File: config.mk
export PLATFORM = sky130hd
export DESIGN_NAME = tlf_far_end_flat
export DESIGN_NICKNAME = d
export VERILOG_FILES = /design/src/tlf_pkg.sv /design/src/tlf_link_if.sv /design/src/tlf_far_end.sv /design/src/flat_wrapper.sv
export SDC_FILE = /design/constraint.sdc
export NUM_CORES = 1
export LEC_CHECK = 0
export ABC_AREA = 1
export BUFFER_PORTS_ARGS = -buffer_cell sky130_fd_sc_hd__buf_4
export CORE_MARGIN = 2
export CORE_UTILIZATION = 35
export DETAILED_ROUTE_END_ITERATION = 8
export GPL_TIMING_DRIVEN = 0
export MAX_ROUTING_LAYER = met4
export PLACE_DENSITY = 0.63
export SLEW_MARGIN = 0
export SYNTH_ARGS = -nofsm -noshare
export SYNTH_HDL_FRONTEND = slang
export SYNTH_SLANG_ARGS = --single-unit
File: constraint.sdc
create_clock -name clk_i -period 3.3 [get_ports clk_i]
set_clock_uncertainty 0.1 [all_clocks]
set_input_delay 0.66 -clock clk_i [delete_from_list [all_inputs] [get_ports clk_i]]
set_output_delay 0.66 -clock clk_i [all_outputs]
set_load 0.02 [all_outputs]
File: src/tlf_pkg.sv
// Shared constants, codes and helpers for the trigger link framing ends
package tlf_pkg;
    // Line rates in Mb/s and the bunch clock in MHz
    localparam int IN_MBPS_LO = 11200;
    localparam int IN_MBPS_HI = 12800;
    localparam int OPT_MBPS = 6400;
    localparam int OPT_SPARE_MBPS = 12800;
    localparam int ELEC_MBPS = 80;
    localparam int BC_MHZ = 40;
    localparam int OPT_LANES_MAX = 48;
    localparam int OPT_LANES_DEV = OPT_LANES_MAX / 2;
    localparam int WORD_W = 32;
    localparam int FRAME_BITS_LO = 224;
    localparam int FRAME_BITS_HI = 256;
    localparam int PAY_LO_W = FRAME_BITS_LO - 16;
    localparam int PAY_HI_W = FRAME_BITS_HI - 16;
    localparam logic [3:0] LAST_LO = 4'(FRAME_BITS_LO / WORD_W - 1);
    localparam logic [3:0] LAST_HI = 4'(FRAME_BITS_HI / WORD_W - 1);
    localparam int TRIG_W = 32;
    localparam int OVF_W = 16;
    localparam int ELEC_SLOTS = ELEC_MBPS / BC_MHZ;
    localparam int ELEC_LINES = (TRIG_W + OVF_W) / ELEC_SLOTS;
    localparam int BCC_W = 24;
    localparam int OPT_BCC_W = 12;
    localparam logic [1:0] OPT_LAST = 2'h3;
    // Control characters carried with their k flag set
    localparam logic [7:0] K_ALIGN = 8'hBC;
    localparam logic [7:0] K_FILL = 8'h3C;
    localparam logic [7:0] K_DEBUG = 8'hFC;
    localparam logic [3:0] K_START = 4'h8;
    localparam logic [3:0] K_IDLE = 4'hF;
    localparam logic [3:0] K_NONE = 4'h0;
    localparam logic [7:0] CRC_POLY = 8'h07;
    localparam logic [7:0] CRC_INIT = 8'hFF;
    localparam logic [4:0] STARTUP_WORDS = 5'h10;

    function automatic logic [7:0] crc8_byte(input logic [7:0] c,
                                             input logic [7:0] b);
        logic [7:0] r;
        r = c ^ b;
        for (int i = 0; i < 8; i++) begin
            r = r[7] ? ((r << 1) ^ CRC_POLY) : (r << 1);
        end
        return r;
    endfunction

    // Bytes are taken from the most significant end
    function automatic logic [7:0] crc8_bytes(input logic [7:0] c,
                                              input logic [31:0] w,
                                              input int nb);
        logic [7:0] r;
        r = c;
        for (int i = 0; i < 4; i++) begin
            if (i < nb) begin
                r = crc8_byte(r, w[31 - 8 * i -: 8]);
            end
        end
        return r;
    endfunction

    function automatic logic [3:0] k_match(input logic [31:0] w,
                                           input logic [3:0] k,
                                           input logic [7:0] code);
        logic [3:0] m;
        m = 4'h0;
        for (int i = 0; i < 4; i++) begin
            m[i] = k[i] && (w[8 * i +: 8] == code);
        end
        return m;
    endfunction

    function automatic logic [31:0] put_bytes(input logic [31:0] w,
                                              input logic [3:0] m,
                                              input logic [7:0] v);
        logic [31:0] r;
        r = w;
        for (int i = 0; i < 4; i++) begin
            if (m[i]) begin
                r[8 * i +: 8] = v;
            end
        end
        return r;
    endfunction
endpackage

File: src/tlf_link_if.sv
// Link wires between the topology processor and its far-end partners
`timescale 1ns/1ps
interface tlf_link_if;
    logic [31:0] lane_data;
    logic [3:0] lane_k;
    logic [31:0] opt_data;
    logic [3:0] opt_k;
    logic [tlf_pkg::ELEC_LINES-1:0] elec_data;
    logic elec_par;
    logic elec_clk;

    modport dev (
        input lane_data,
        input lane_k,
        output opt_data,
        output opt_k,
        output elec_data,
        output elec_par,
        output elec_clk
    );

    modport far (
        output lane_data,
        output lane_k,
        input opt_data,
        input opt_k,
        input elec_data,
        input elec_par,
        input elec_clk
    );
endinterface

File: src/tlf_far_end.sv
// Far end: feature extractor lane sender and trigger processor receiver
`timescale 1ns/1ps
module tlf_far_end (
    input logic clk_i,
    input logic reset_n_i,
    tlf_link_if.far link,
    input logic link_en_i,
    input logic quad_rate_hi_i,
    input logic [tlf_pkg::PAY_HI_W-1:0] tx_payload_i,
    input logic tx_dbg_req_i,
    input logic elec_aux_en_i,
    output logic tx_frame_o,
    output logic [tlf_pkg::TRIG_W-1:0] ctp_trig_o,
    output logic [tlf_pkg::OVF_W-1:0] ctp_ovf_o,
    output logic [tlf_pkg::OPT_BCC_W-1:0] ctp_bcc_o,
    output logic ctp_valid_o,
    output logic ctp_crc_err_o,
    output logic [2*tlf_pkg::ELEC_LINES-1:0] elec_word_o,
    output logic elec_par_err_o
);
    typedef enum logic [1:0] {TX_SYNC, TX_DBG, TX_FRAME} tlf_tx_t;

    localparam int EL = tlf_pkg::ELEC_LINES;

    tlf_tx_t tx_state_reg;
    logic [4:0] sync_cnt_reg;
    logic [3:0] tidx_reg;
    logic [255:0] img_reg;
    logic trate_reg;
    logic [7:0] tcrc_reg;
    logic [tlf_pkg::BCC_W-1:0] bcc_reg;
    logic dbg_pend_reg;
    logic frame_reg;
    logic [31:0] lane_data_reg;
    logic [3:0] lane_k_reg;

    // Sender framing
    wire [255:0] img_new = quad_rate_hi_i
        ? {tlf_pkg::K_ALIGN, tx_payload_i, 8'h00}
        : {tlf_pkg::K_ALIGN, tx_payload_i[tlf_pkg::PAY_LO_W-1:0],
           8'h00, 32'h0};
    wire [3:0] tlast = trate_reg ? tlf_pkg::LAST_HI : tlf_pkg::LAST_LO;
    wire t_first = (tidx_reg == 4'h0);
    wire t_last = (tidx_reg == tlast);
    wire [31:0] raw_w = img_reg[255:224];
    wire [7:0] crc_fin = tlf_pkg::crc8_bytes(tcrc_reg, raw_w, 3);
    wire [31:0] out_w = t_last ? {raw_w[31:8], crc_fin} : raw_w;
    wire [3:0] dmask = t_first ? 4'h7 : (t_last ? 4'hE : 4'hF);
    wire [3:0] zero_m = tlf_pkg::k_match(out_w, 4'hF, 8'h00) & dmask;
    wire [31:0] fill_w = tlf_pkg::put_bytes(out_w, zero_m,
                                            tlf_pkg::K_FILL);
    wire [3:0] fill_k = (t_first ? tlf_pkg::K_START : tlf_pkg::K_NONE)
        | zero_m;
    wire [7:0] tcrc_next = tlf_pkg::crc8_bytes(
        t_first ? tlf_pkg::CRC_INIT : tcrc_reg, raw_w, 4);
    wire sync_done = (sync_cnt_reg == tlf_pkg::STARTUP_WORDS);
    wire in_tx = (tx_state_reg == TX_FRAME);
    wire in_sync = (tx_state_reg == TX_SYNC);
    wire in_dbg = (tx_state_reg == TX_DBG);
    wire boundary = (in_sync && sync_done && link_en_i)
        || (in_tx && t_last);
    wire go_dbg = boundary && dbg_pend_reg;
    wire go_frame = (boundary && !dbg_pend_reg) || in_dbg;

    always_ff @(posedge clk_i) begin
        if (!reset_n_i) begin
            tx_state_reg <= TX_SYNC;
            sync_cnt_reg <= 5'h00;
            tidx_reg <= 4'h0;
            img_reg <= '0;
            trate_reg <= 1'b0;
            tcrc_reg <= tlf_pkg::CRC_INIT;
        end else begin
            if (in_sync && link_en_i && !sync_done) begin
                sync_cnt_reg <= sync_cnt_reg + 5'h01;
            end
            if (in_tx) begin
                tidx_reg <= tidx_reg + 4'h1;
                img_reg <= {img_reg[223:0], 32'h0};
                tcrc_reg <= tcrc_next;
            end
            if (go_dbg) begin
                tx_state_reg <= TX_DBG;
            end else if (go_frame) begin
                tx_state_reg <= TX_FRAME;
                tidx_reg <= 4'h0;
                img_reg <= img_new;
                trate_reg <= quad_rate_hi_i;
            end
        end
    end

    // Pending debug request: a new request beats the clear
    always_ff @(posedge clk_i) begin
        if (!reset_n_i) begin
            bcc_reg <= '0;
            dbg_pend_reg <= 1'b0;
            frame_reg <= 1'b0;
            lane_data_reg <= 32'h0;
            lane_k_reg <= tlf_pkg::K_NONE;
        end else begin
            dbg_pend_reg <= tx_dbg_req_i | (dbg_pend_reg & ~in_dbg);
            frame_reg <= go_frame;
            if (go_frame) begin
                bcc_reg <= bcc_reg + 24'h000001;
            end
            if (in_tx) begin
                lane_data_reg <= fill_w;
                lane_k_reg <= fill_k;
            end else if (in_dbg) begin
                lane_data_reg <= {tlf_pkg::K_DEBUG, bcc_reg};
                lane_k_reg <= tlf_pkg::K_START;
            end else begin
                lane_data_reg <= {4{tlf_pkg::K_ALIGN}};
                lane_k_reg <= tlf_pkg::K_IDLE;
            end
        end
    end

    // Trigger processor receive side
    logic c_act_reg;
    logic [1:0] c_ow_reg;
    logic [7:0] c_crc_reg;
    logic [tlf_pkg::TRIG_W-1:0] c_trig_reg;
    logic [tlf_pkg::OVF_W-1:0] c_ovf_reg;
    logic [tlf_pkg::OPT_BCC_W-1:0] c_bcc_reg;
    logic c_valid_reg;
    logic c_err_reg;
    logic [EL-1:0] e0_reg;
    logic [2*EL-1:0] e_word_reg;
    logic e_err_reg;

    wire [31:0] od = link.opt_data;
    wire c_start = (link.opt_k == tlf_pkg::K_START)
        && (od[31:24] == tlf_pkg::K_ALIGN);
    wire c_end = c_act_reg && (c_ow_reg == tlf_pkg::OPT_LAST);
    wire c_bad = c_end
        && (tlf_pkg::crc8_bytes(c_crc_reg, od, 3) != od[7:0]);
    wire e_cap = c_act_reg && c_ow_reg[0];
    wire e_bad = e_cap && elec_aux_en_i
        && (link.elec_par != (^link.elec_data));

    always_ff @(posedge clk_i) begin
        if (!reset_n_i) begin
            c_act_reg <= 1'b0;
            c_ow_reg <= 2'h0;
            c_crc_reg <= tlf_pkg::CRC_INIT;
            c_trig_reg <= '0;
            c_ovf_reg <= '0;
            c_bcc_reg <= '0;
            c_valid_reg <= 1'b0;
            c_err_reg <= 1'b0;
            e0_reg <= '0;
            e_word_reg <= '0;
            e_err_reg <= 1'b0;
        end else begin
            c_valid_reg <= c_end;
            c_err_reg <= c_bad;
            e_err_reg <= e_bad;
            c_crc_reg <= tlf_pkg::crc8_bytes(
                c_start ? tlf_pkg::CRC_INIT : c_crc_reg, od, 4);
            if (c_start) begin
                c_act_reg <= 1'b1;
                c_ow_reg <= 2'h1;
                c_bcc_reg <= od[19:8];
            end else if (c_act_reg) begin
                c_ow_reg <= c_ow_reg + 2'h1;
                c_act_reg <= !c_end;
            end
            if (c_act_reg && (c_ow_reg == 2'h1)) begin
                c_trig_reg <= od;
                e0_reg <= link.elec_data;
            end
            if (c_act_reg && (c_ow_reg == 2'h2)) begin
                c_ovf_reg <= od[31:16];
            end
            if (c_end) begin
                e_word_reg <= {link.elec_data, e0_reg};
            end
        end
    end

    assign link.lane_data = lane_data_reg;
    assign link.lane_k = lane_k_reg;
    assign tx_frame_o = frame_reg;
    assign ctp_trig_o = c_trig_reg;
    assign ctp_ovf_o = c_ovf_reg;
    assign ctp_bcc_o = c_bcc_reg;
    assign ctp_valid_o = c_valid_reg;
    assign ctp_crc_err_o = c_err_reg;
    assign elec_word_o = e_word_reg;
    assign elec_par_err_o = e_err_reg;
endmodule

File: src/flat_wrapper.sv
// flat-port wrapper written by rule: the top's interface ports become plain ports
module tlf_far_end_flat 
  (clk_i, reset_n_i, link_en_i, quad_rate_hi_i, tx_payload_i, tx_dbg_req_i, elec_aux_en_i, tx_frame_o, ctp_trig_o, ctp_ovf_o, ctp_bcc_o, ctp_valid_o, ctp_crc_err_o, elec_word_o, elec_par_err_o, link_lane_data, link_lane_k, link_opt_data, link_opt_k, link_elec_data, link_elec_par, link_elec_clk);
  tlf_link_if link_i ();
  input logic clk_i;
  input logic reset_n_i;
  input logic link_en_i;
  input logic quad_rate_hi_i;
  input logic [tlf_pkg::PAY_HI_W-1:0] tx_payload_i;
  input logic tx_dbg_req_i;
  input logic elec_aux_en_i;
  output logic tx_frame_o;
  output logic [tlf_pkg::TRIG_W-1:0] ctp_trig_o;
  output logic [tlf_pkg::OVF_W-1:0] ctp_ovf_o;
  output logic [tlf_pkg::OPT_BCC_W-1:0] ctp_bcc_o;
  output logic ctp_valid_o;
  output logic ctp_crc_err_o;
  output logic [2*tlf_pkg::ELEC_LINES-1:0] elec_word_o;
  output logic elec_par_err_o;
  output wire logic [$bits(link_i.lane_data)-1:0] link_lane_data;
  output wire logic [$bits(link_i.lane_k)-1:0] link_lane_k;
  input wire logic [$bits(link_i.opt_data)-1:0] link_opt_data;
  input wire logic [$bits(link_i.opt_k)-1:0] link_opt_k;
  input wire logic [$bits(link_i.elec_data)-1:0] link_elec_data;
  input wire logic [$bits(link_i.elec_par)-1:0] link_elec_par;
  input wire logic [$bits(link_i.elec_clk)-1:0] link_elec_clk;
  assign link_lane_data = link_i.lane_data;
  assign link_lane_k = link_i.lane_k;
  assign link_i.opt_data = link_opt_data;
  assign link_i.opt_k = link_opt_k;
  assign link_i.elec_data = link_elec_data;
  assign link_i.elec_par = link_elec_par;
  assign link_i.elec_clk = link_elec_clk;
  tlf_far_end u_core (.clk_i(clk_i), .reset_n_i(reset_n_i), .link(link_i), .link_en_i(link_en_i), .quad_rate_hi_i(quad_rate_hi_i), .tx_payload_i(tx_payload_i), .tx_dbg_req_i(tx_dbg_req_i), .elec_aux_en_i(elec_aux_en_i), .tx_frame_o(tx_frame_o), .ctp_trig_o(ctp_trig_o), .ctp_ovf_o(ctp_ovf_o), .ctp_bcc_o(ctp_bcc_o), .ctp_valid_o(ctp_valid_o), .ctp_crc_err_o(ctp_crc_err_o), .elec_word_o(elec_word_o), .elec_par_err_o(elec_par_err_o));
endmodule
After elaboration in Yosys (flattened, before gate mapping)
Index checks and enable logic that the tools add are counted.
{ "totals": {"latch_bits": 0, "romBits": 0, "n_memories": 0, "inputBits": 308, "ram_bits": 0, "regBits": 484} }
{ "op_classes": {"n_eq_ne": 11, "mux": 143, "div_mod_pow": 0, "bitwise_logic": 133, "n_addsub": 4, "mul": 0, "reduce_logical": 32, "shifts": 0, "order_cmp": 0} }
{ "op_table": {"columns": ["operator", "n"], "rows": [
  ["$mux 256", 3],
  ["$mux 3", 113],
  ["$not 3->3", 112],
  ["$mux 248", 1],
  ["$xor 8x8->8", 14],
  ["$mux 8", 10],
  ["$logic_not 8->1", 4],
  ["$mux 32", 1],
  ["$mux 31", 1],
  ["$add 24x1->24 const B", 1],
  ["$mux 4", 6],
  ["$reduce_xor 24->1", 1],
  ["$logic_and 1x1->1", 15],
  ["$eq 8x8->1 const B", 1],
  ["$mux 1", 8],
  ["$ne 8x8->1", 1],
  ["$eq 2x2->1 const B", 3],
  ["$add 5x1->5 const B", 1],
  ["$eq 5x5->1 const B", 1],
  ["$add 4x1->4 const B", 1],
  ["$and 4x4->4", 1],
  ["$eq 2x1->1 const B", 2],
  ["$eq 4x4->1", 1],
  ["$eq 4x4->1 const B", 1],
  ["other kinds (13)", 20]
]} }

Logic depth before layout (Yosys ltp)
Gate-level depths: netlist of the first run.
{ "logic_depth": {"depth_word": 74, "depth_mapped": 31} }

Worst setup path before layout of the first run
OpenSTA, ideal clock, no wires.
{ "synth_timing": {"path_type": "in2reg", "start": "in link_opt_data[30]", "end": "reg u_core.c_err_reg, in the netlist u_core.ctp_crc_err_o", "path_slack_ps": 343, "required_time_ps": 3088, "arrival_ps": 2745, "stages": 18, "path_buffers": 0, "cell_sequence": "nor2_1 nor2_1 xnor2_1 xnor2_1 xor2_1 inv_1 nand2_1 nand3_1 nand2_1 nand2_1 nand2_1 nand2_1 nand2_1 nand3_1 nor2_1 nand3_1 nor2_1 nor2_1"} }
{ "synth_via": {"elab_chain_len": 20, "word_cells_on_any_way": 40, "classes_between": "eq/ne: 1; mux: 19; bitwise: 19; reduce/logical: 1"} }
{ "synth_rtl": {"columns": ["element", "line_no", "rtl"], "rows": [
  ["start: declaration", "flat_wrapper.sv:22", "input wire logic [$bits(link_i.opt_data)-1:0] link_opt_data;"],
  ["$xor 8x8->8 (*)", "tlf_pkg.sv:40", "r = c ^ b;"],
  ["$mux 3 (*)", "tlf_pkg.sv:42", "r = r[7] ? ((r << 1) ^ CRC_POLY) : (r << 1);"],
  ["$not 3->3 (no line)", null, null],
  ["$mux 3", "tlf_pkg.sv:42", null],
  ["$not 3->3 (no line)", null, null],
  ["$mux 3", "tlf_pkg.sv:42", null],
  ["$xor 8x8->8 (*)", "tlf_pkg.sv:40", null],
  ["$mux 3", "tlf_pkg.sv:42", null],
  ["(+4 left out)", null, null],
  ["$xor 8x8->8 (*)", "tlf_pkg.sv:40", null],
  ["$mux 3", "tlf_pkg.sv:42", null],
  ["$not 3->3 (no line)", null, null],
  ["$mux 3", "tlf_pkg.sv:42", null],
  ["$not 3->3 (no line)", null, null],
  ["$mux 3", "tlf_pkg.sv:42", null],
  ["$ne 8x8->1 (*)", "tlf_far_end.sv:138", "&& (tlf_pkg::crc8_bytes(c_crc_reg, od, 3) != od[7:0]);"],
  ["$logic_and 1x1->1 (*)", "tlf_far_end.sv:138", null],
  ["end signal: assignment", "tlf_far_end.sv:152", "c_err_reg <= 1'b0;"],
  ["end signal: assignment", "tlf_far_end.sv:158", "c_err_reg <= c_bad;"],
  ["end: declaration", "tlf_far_end.sv:128", "logic c_err_reg;"]
]} }
Every way passes the cells marked *; elsewhere a longest branch is shown, timed or not.
A chain may end at the register's enable or synchronous reset.

Worst setup path after layout of the first run
{ "layout_timing": {"start": "reg u_core.tidx_reg[0]", "end": "reg u_core.tcrc_reg[7]"} }
{ "layout_via": {"elab_chain_len": 26, "word_cells_on_any_way": 50, "classes_between": "mux: 24; bitwise: 25; reduce/logical: 1"} }
{ "layout_rtl": {"columns": ["element", "line_no", "rtl"], "rows": [
  ["start: declaration", "tlf_far_end.sv:27", "logic [3:0] tidx_reg;"],
  ["start signal: assignment", "tlf_far_end.sv:78", "tidx_reg <= tidx_reg + 4'h1;"],
  ["$logic_not 4->1 (*)", "tlf_far_end.sv:43", "wire t_first = (tidx_reg == 4'h0);"],
  ["$mux 8 (*)", "tlf_far_end.sv:55", "t_first ? tlf_pkg::CRC_INIT : tcrc_reg, raw_w, 4);"],
  ["$xor 8x8->8 (*)", "tlf_pkg.sv:40", null],
  ["$mux 3", "tlf_pkg.sv:42", null],
  ["$not 3->3 (no line)", null, null],
  ["$mux 3", "tlf_pkg.sv:42", null],
  ["$not 3->3 (no line)", null, null],
  ["$mux 3", "tlf_pkg.sv:42", null],
  ["(+10 left out)", null, null],
  ["$not 3->3 (no line)", null, null],
  ["$mux 3", "tlf_pkg.sv:42", null],
  ["$xor 8x8->8 (*)", "tlf_pkg.sv:40", null],
  ["$mux 3", "tlf_pkg.sv:42", null],
  ["$not 3->3 (no line)", null, null],
  ["$mux 3", "tlf_pkg.sv:42", null],
  ["$not 3->3 (no line)", null, null],
  ["$mux 3 (*)", "tlf_pkg.sv:42", null],
  ["end signal: assignment", "tlf_far_end.sv:72", "tcrc_reg <= tlf_pkg::CRC_INIT;"],
  ["end signal: assignment", "tlf_far_end.sv:80", "tcrc_reg <= tcrc_next;"],
  ["end: declaration", "tlf_far_end.sv:30", "logic [7:0] tcrc_reg;"]
]} }
Marks and branches as above.

==> metrics.cfg, run 1 <==
[finish]
largest_reg_flops = 256
syn2layout_area_growth_pct = 28.60
fin_nets = 4886
design_area_um2 = 33170
drive_above_1_share = 0.1744
n_fill_cell = 7598

[clock_network]
clockBufferDepth = 3
clock-root-buffer = clkbuf_16
numCtsBuffers = 55
cts_hold_buf = 0
htreeDepth = 2
clock-sinks = 484
cts_tree = built
path_clk_slew_ps = 60
clock_latency_ps = 650

[worst_setup_path]
r2r_cells = 25
timing.rr.start = u_core.tidx_reg[0]$_SDFF_PN0_
cp_data_required_time_ps = 3760
crit_path_start_kind = flip-flop
cp.arrival_ps = 3700
ff2ff_setup_slack_ps = 50
cp-end-kind = flip-flop
crit_fanout = 5
regToRegEndpoint = u_core.tcrc_reg[7]$_SDFFE_PN1P_
critical_path_class = flip-flop to flip-flop

[power_and_ir_drop]
power_density_nw_per_um2 = 604.4
p_leak_nw = 15.35
p_total_w = 0.02005
ir_drop_v = 0.0005796

[global_route]
antenna_found_initial = 2
grt_use_met3 = 0.03080
grt_pass1_vias = 26980
grt.busiest_layer = met2
grt_max_degree = 16
grt_util_all_layers = 0.2872
met2_usage = 0.4550
grt_pass1_wl_um = 161400
grt_util_met1 = 0.3661
overflow = 0

[synthesis]
synth_seq_cells = 484
synth_top_family_by_area = simple AND/OR/NAND/NOR gates
synth_edf_count = 0
ys_seq_area_frac = 0.3756
synth_simple_gate_area_frac = 0.3157
syn_area_per_cell_um2 = 6.380
synth_warnings = 0
syn_nets = 4359
synth_cell_types = 42
synth_flop_cell = dfxtp_1
postSynthCellCount = 4043
synth-compound-area-share = 0.1864
synth_xor_xnor_area_share = 0.04036
synthArstFlopShare = 0
synth.mux.area_fraction = 0
synthAdderAreaFrac = 0.003880
synth_area_um2 = 25790

[drt]
wl_per_cell_um = 19.93
drt_wl_total_um = 111100
first_pass_iters = 7
drc = 0
via_per_inst = 5.256
ant_nets = 0
first_iter_violations = 2922
num_vias = 29300

[sta]
setup_violations = 0
tns_ps = 0
rsz0062_at_grt = true
worstMarginPinSlew_ps = 1064
worst_slack_ps = 54.57
fmax_mhz = 308.1
slew_viol_final = 0
fin_crit_sh = 0.9835
max-slew-margin-rel = 0.2906
period_minus_slack_ps = 3245
hold_viol = 0

[status]
status = completed

[job]
cap_violations = 0

[place]
dp_slack_ps = -522.3
hpwl_um = 88020
place_area_um2 = 30390
port_buffers = 452
gp_congestion = 1.007

[floorplan]
core_um2 = 72960
start_util = 0.3536
fp.dieW_um = 275.5
dieArea_um2 = 75890
rows = 99
die_h_um = 275.5
num_io_pins = 456

[min_path]
holdPathStages = 3
worstHoldPathType = primary input to flip-flop
hold_start = tx_dbg_req_i
holdPathEnd = u_core.dbg_pend_reg$_SDFF_PN0_

## repair_timing
item | in CTS | in global routing
pin swaps | 2 | 72
buffers inserted | 1 | 16
cloned | 0 | 1
resized for setup | 24 | 191
setup endpoints to repair | 125 | 51
## Yosys cell counts, types with 10 or more instances
| library cell | number | area share |
|---|---|---|
| nand2_1 | 1462 | 0.21 |
| dfxtp_1 | 484 | 0.38 |
| o21ai_0 | 416 | 0.081 |
| inv_1 | 284 | 0.041 |
| a21oi_1 | 282 | 0.055 |
| nor2_1 | 264 | 0.038 |
| clkbuf_1 | 222 | 0.032 |
| nand3_1 | 200 | 0.039 |
| a31oi_1 | 81 | 0.020 |
| xor2_1 | 67 | 0.023 |
| xnor2_1 | 37 | 0.013 |
| nand2_2 | 36 | 0.0087 |
| a211oi_1 | 25 | 0.0073 |
| o22ai_1 | 25 | 0.0061 |
| a311oi_1 | 24 | 0.0081 |
| nor3_1 | 19 | 0.0037 |
| o32ai_1 | 13 | 0.0044 |
| nand4_1 | 11 | 0.0027 |
| buf_1 | 10 | 0.0015 |
## placed cells by master, fill, tap and decap left out, types with 5 or more instances in the layout
cell type / netlist / layout
nand2_1: 1462 / 1356
dfxtp_1: 484 / 477
buf_4: 2 / 469
o21ai_0: 416 / 416
a21oi_1: 282 / 282
inv_1: 284 / 273
nor2_1: 264 / 258
clkbuf_1: 222 / 232
nand3_1: 200 / 184
nand2_2: 36 / 122
a31oi_1: 81 / 81
clkbuf_16: 0 / 56
xor2_1: 67 / 53
xnor2_1: 37 / 33
a211oi_1: 25 / 25
a311oi_1: 24 / 24
o22ai_1: 25 / 24
nand2_4: 3 / 22
nand3_2: 6 / 18
nor3_1: 19 / 18
xor2_2: 5 / 16
inv_2: 7 / 15
o32ai_1: 13 / 13
nand4_1: 11 / 11
clkbuf_8: 0 / 10
nand3b_1: 9 / 9
buf_1: 10 / 9
a221oi_1: 8 / 8
xnor2_2: 3 / 7
ha_1: 8 / 7
clkinv_2: 0 / 7
nor2_2: 4 / 6
dfxtp_2: 0 / 6
nor4_1: 7 / 5
## critical path, cell delays in order (launching register included)
cell and delay (ps):
dfxtp_4 370, inv_4 70, ha_4 180, nand2_4 70, nor2_4 150, buf_6 140
nand2_1 60, nand2_2 120, nand2_1 80, nand2_2 100, nand2_2 80, nand4_1 220
nand2_2 120, nand2_2 100, nand2_2 70, nand2_2 70, nand2_4 90, or2_1 250
nand2_1 60, nand2_1 60, nand2_2 120, xor2_4 180, inv_2 50, nand2_1 70
nand3_2 100, nand2_1 70
## layer usage
layer | vias up | share of wire
met1 | 13560 | 0.42
met4 | 0 | 0.053
li1 | 14190 | -
met2 | 1291 | 0.46
met3 | 263 | 0.070
met5 | - | 0
## worst max path at each step
stage                                        start                             endpoint  slack, ps  cells after the start
6_report             u_core.tidx_reg[0]$_SDFF_PN0_      u_core.tcrc_reg[7]$_SDFFE_PN1P_         50                     25
2_1_floorplan                    link_opt_data[30]      u_core.ctp_crc_err_o$_SDFF_PN0_        340                     18
3_5_place_dp                     link_opt_data[30]      u_core.ctp_crc_err_o$_SDFF_PN0_       -520                     19
5_1_grt              u_core.tidx_reg[0]$_SDFF_PN0_      u_core.tcrc_reg[2]$_SDFFE_PN1P_       -150                     28
3_3_place_gp                     link_opt_data[30]      u_core.ctp_crc_err_o$_SDFF_PN0_       -500                     19
4_1_cts        u_core.tx_state_reg[1]$_SDFFE_PP0N_  u_core.link.lane_data[0]$_SDFF_PN0_        0.2                      7
## layout make-up
cell class              count  area [um2]  area share
diodes                      1       2.502  0.00007543
plain buffers             237       932.1     0.02810
clock buffers              79        1588     0.04786
clock inverters            23       287.8    0.008675
inverters                 291        1100     0.03315
multi-input cells        3031       14820      0.4467
flip-flops and latches    484        9701      0.2924
well taps                 959        1200     0.03617
repair buffers            470        3545      0.1069
## power by group
group | internal (W) | leakage (nW) | switching, W
registers | 0.00593 | 3.91 | 0.0000415
logic | 0.00262 | 10.5 | 0.00503
clock network | 0.00368 | 0.909 | 0.00274
## kinds of logic after synthesis
logic type,count (synthesis)
AOI/OAI and AO/OA,883
xor gates and xnor gates,112
adders and majority gates,8
buffers and inverters,528
DFF,484
and+or+nand+nor,2028
## stage by stage
step | hold WS, ps | cells | util
floorplan | 308.7 | 4043 | -
global placement | 314.9 | 5454 | 0.4165
detailed placement | 320.0 | 5454 | 0.4165
CTS | 102.7 | 5557 | 0.4436
global route | 149.1 | 5575 | 0.4547
finish | 138.3 | 5575 | 0.4547
(Power assumes the default switching activity.)
==> run 2, diff against run 1 <==
--- a/config.mk
+++ b/config.mk
@@ -5,14 +5,13 @@
 export SDC_FILE = /design/constraint.sdc
 export NUM_CORES = 1
 export LEC_CHECK = 0
-export ABC_AREA = 1
 export BUFFER_PORTS_ARGS = -buffer_cell sky130_fd_sc_hd__buf_4
 export CORE_MARGIN = 2
 export CORE_UTILIZATION = 35
 export DETAILED_ROUTE_END_ITERATION = 8
 export GPL_TIMING_DRIVEN = 0
 export MAX_ROUTING_LAYER = met4
-export PLACE_DENSITY = 0.63
+export PLACE_DENSITY = 0.64
 export SLEW_MARGIN = 0
 export SYNTH_ARGS = -nofsm -noshare
 export SYNTH_HDL_FRONTEND = slang
==> run 2 against run 1 <==
Against the previous run:
- register-to-register slack improved by 60 ps
- sequential power barely moved
- final area fell by 6.7%
- critical path depth fell by 16
- count of clock-buffer cells in the layout rose by 1
- synthesized cell count fell by 28%
- first-iteration DRC count fell by 38%
- critical endpoint is now u_core.tcrc_reg[3]$_SDFFE_PN1P_
- largest cell class unchanged
==> metrics.cfg, run 2 <==
[place]
port_buffers = 446  ; -1.3%
gp_congestion = 0.9718  ; -3.5%
hpwl_um = 74240  ; -16%
dp_slack_ps = -888.6  ; -366.2 ps
dp.cells = 4308  ; -21%

[power_and_ir_drop]
internal-power_w = 0.01277  ; +4.4%
pwr-share-clk = 0.344  ; +0.024
power_density_nw_per_um2 = 581.1  ; -3.8%
ir_drop_v = 0.0008017  ; +38%
seq_power_share = 0.334  ; +0.036
net-switching-power_w = 0.005205  ; -33%
comb_power_share = 0.322  ; -0.059
sw_frac_of_total = 0.2895  ; -0.1002
p_leak_nw = 10.97  ; -29%

[sta]
worstMarginPinSlew_ps = 988.0  ; -76.08 ps
fmax_mhz = 314.3  ; +2.0%
period_minus_slack_ps = 3182  ; -63.45 ps
fin_crit_sh = 0.9642  ; -0.01923
slew_viol_final = 0  ; unchanged
worst_hold_slack_ps = 155.8  ; +17.49 ps
worst_slack_ps = 118.0  ; +63.45 ps
setup_violations = 0  ; unchanged
hold_viol = 0  ; unchanged
tns_ps = 0  ; unchanged
max-slew-margin-rel = 0.3413  ; +0.05072

[floorplan]
die_h_um = 268.5  ; -2.5%
fp.dieW_um = 268.5  ; -2.5%
rows = 96  ; -3.0%
start_util = 0.3551  ; +0.001540
dieArea_um2 = 72080  ; -5.0%
core_um2 = 68950  ; -5.5%
num_io_pins = 456  ; unchanged

[finish]
syn2layout_area_growth_pct = 26.36
largest_reg_flops = 256  ; unchanged
stdcell_count = 4404  ; -21%
final_cell_mix = 756 x nand2_1, 484 x dfxtp_1, 448 x buf_4
fin_nets = 3746  ; -23%
mostFrequentLayoutCell = nand2_1
utilization = 0.4487  ; -0.006004
diodes = 0  ; -1
drive_above_1_share = 0.1722  ; -0.002246

[synthesis]
syn_nets = 3247  ; -26%
ys_seq_area_frac = 0.3958  ; +0.02014
synth_warnings = 0  ; unchanged
syn_area_per_cell_um2 = 8.353  ; +31%
yosysTopAreaCellShare = 0.3958  ; +0.02014
ys_top_cells_by_count = 756 x nand2_1, 484 x dfxtp_1, 255 x clkbuf_1, 211 x a211oi_1
postSynthCellCount = 2931  ; -28%
synth_area_um2 = 24480  ; -5.1%
synth_flop_cell = dfxtp_1
synth.most_common_cell = nand2_1
synth_seq_cells = 484  ; unchanged
synthArstFlopShare = 0  ; unchanged
synth_area_leaders = dfxtp_1 40%, nand2_1 12%, a311oi_1 7.5%
synth_cell_types = 48  ; +14%
yosys.area.top_type = dfxtp_1
synth_edf_count = 0  ; unchanged

[drt]
drc = 0  ; unchanged
first_pass_iters = 8  ; +1
wl_per_cell_um = 21.40  ; +7.3%
ant_nets = 0  ; unchanged
drt_wl_total_um = 94230  ; -15%
num_vias = 23750  ; -19%
first_iter_violations = 1822  ; -38%
via_per_inst = 5.392  ; +2.6%

[worst_setup_path]
cp_data_required_time_ps = 3700  ; -60 ps
crit_path_start_kind = flip-flop
crit_buf_inv = 1  ; -2
cp_cell_sequence = clkbuf_1, xnor3_1, xor2_1, xnor2_1, xnor3_1, xor2_1, xnor3_1, nor3b_1, a211oi_1
critPathMostFrequentCell = xnor3_1
crit_path_max_incr_delay_ps = 520  ; +150 ps
cp-end-kind = flip-flop
crit_family = XOR/XNOR gates
critical_path_class = flip-flop to flip-flop
cp.arrival_ps = 3580  ; -120 ps
crit_fanout = 7  ; +2
slowest_stage = xnor3_1

[clock_network]
numCtsBuffers = 55  ; unchanged
path_clk_slew_ps = 60  ; about the same
clock-sinks = 484  ; unchanged
clock-root-buffer = clkbuf_16
htreeDepth = 2  ; unchanged
clockBufferDepth = 3  ; unchanged
clock_latency_ps = 610  ; -40 ps
cts_hold_buf = 0  ; unchanged
cts_tree = built

[global_route]
antenna_found_initial = 0  ; -2
grt_pass1_wl_um = 139800  ; -13%
overflow = 0  ; unchanged
grt_pass1_vias = 23140  ; -14%
grt_max_degree = 15  ; -1
grt_util_all_layers = 0.2614  ; -0.02577

[job]
cap_violations = 0  ; unchanged

[min_path]
worstHoldPathType = primary input to flip-flop

[status]
status = completed

[run 2: cell types whose count changed in the layout (fill, tap and decap cells not counted), moves of 168 or more]
| cell | previous run | this run |
|---|---|---|
| a211oi_1 | 25 | 211 |
| a311oi_1 | 24 | 209 |
| inv_1 | 273 | 11 |
| nand2_1 | 1356 | 756 |
| nor2b_1 | 0 | 209 |
| o21ai_0 | 416 | 27 |
| xnor2_1 | 33 | 201 |
[run 2: per-stage QoR]
| step | area (um2) | total power, W |
|---|---|---|
| detailed placement | 29010 | 0.01191 |
| CTS | 30860 | 0.01810 |
| global placement | 29000 | 0.01189 |
| floorplan | 24490 | 0.01075 |
| global route | 30930 | 0.01883 |
| finish | 30930 | 0.01798 |
[run 2: cell families (layout without fill, tap and decap cells)]
kind of cell,after synthesis,in the layout,share of synthesized area
AND/OR/NAND/NOR,1142,1142,0.2050
AO/OA/AOI/OAI,666,666,0.1978
flip-flops,484,484,0.3958
XOR/XNOR,337,337,0.1477
buffers and inverters,278,820,0.04278
multiplexers,16,16,0.006899
adder cells (fa/ha/maj),8,8,0.004089
[run 2: routing by layer]
metal,up-vias,global-route usage,wire (um)
met3,218,0.03708,7009
met2,1031,0.4301,44470
met4,0,0.1051,3964
li1,11180,-,-
met1,11320,0.3228,38790
met5,-,-,0
[run 2: area by class of cell]
cell class	count	area, um2
plain buffers	262	1030
clock inverters	20	201.4
multi-input cells	2169	13840
well taps	931	1165
repair buffers	447	3356
flip-flops and latches	484	9689
fillers	7099	38010
inverters	11	41.29
clock buffers	80	1612
[run 2: timing repair]
item                       in CTS  in global routing
buffers inserted                0                  1
pin swaps                       1                  0
hold endpoints to repair        0                  0
setup endpoints to repair     268                100
resized for setup              18                 44
[run 2: power groups by stage]
stage / logic, W / registers, W / clock network, W
6_report: 0.00579 / 0.00600 / 0.00619
5_1_grt: 0.00630 / 0.00601 / 0.00653
4_1_cts: 0.00581 / 0.00600 / 0.00629
3_5_place_dp: 0.00579 / 0.00613 / 0
3_3_place_gp: 0.00576 / 0.00612 / 0
2_1_floorplan: 0.00462 / 0.00613 / 0
[run 2: worst paths after layout]
path	from	end	slack, ps	cells after the start
max	u_core.img_reg[249]$_SDFF_PN0_	u_core.tcrc_reg[3]$_SDFFE_PN1P_	120	9
min	tx_dbg_req_i	u_core.dbg_pend_reg$_SDFF_PN0_	160	3
max reg2reg	u_core.img_reg[249]$_SDFF_PN0_	u_core.tcrc_reg[3]$_SDFFE_PN1P_	120	9
min reg2reg	u_core.e0_reg[14]$_SDFFE_PN0P_	u_core.elec_word_o[14]$_SDFFE_PN0P_	350	2
[run 2: worst register-to-register path, stage by stage, from the launching register on]
cell and delay [ps]:
dfxtp_1 300, clkbuf_1 420, xnor3_1 530, xor2_1 160
xnor2_1 290, xnor3_1 380, xor2_1 270, xnor3_1 330
nor3b_1 220, a211oi_1 70
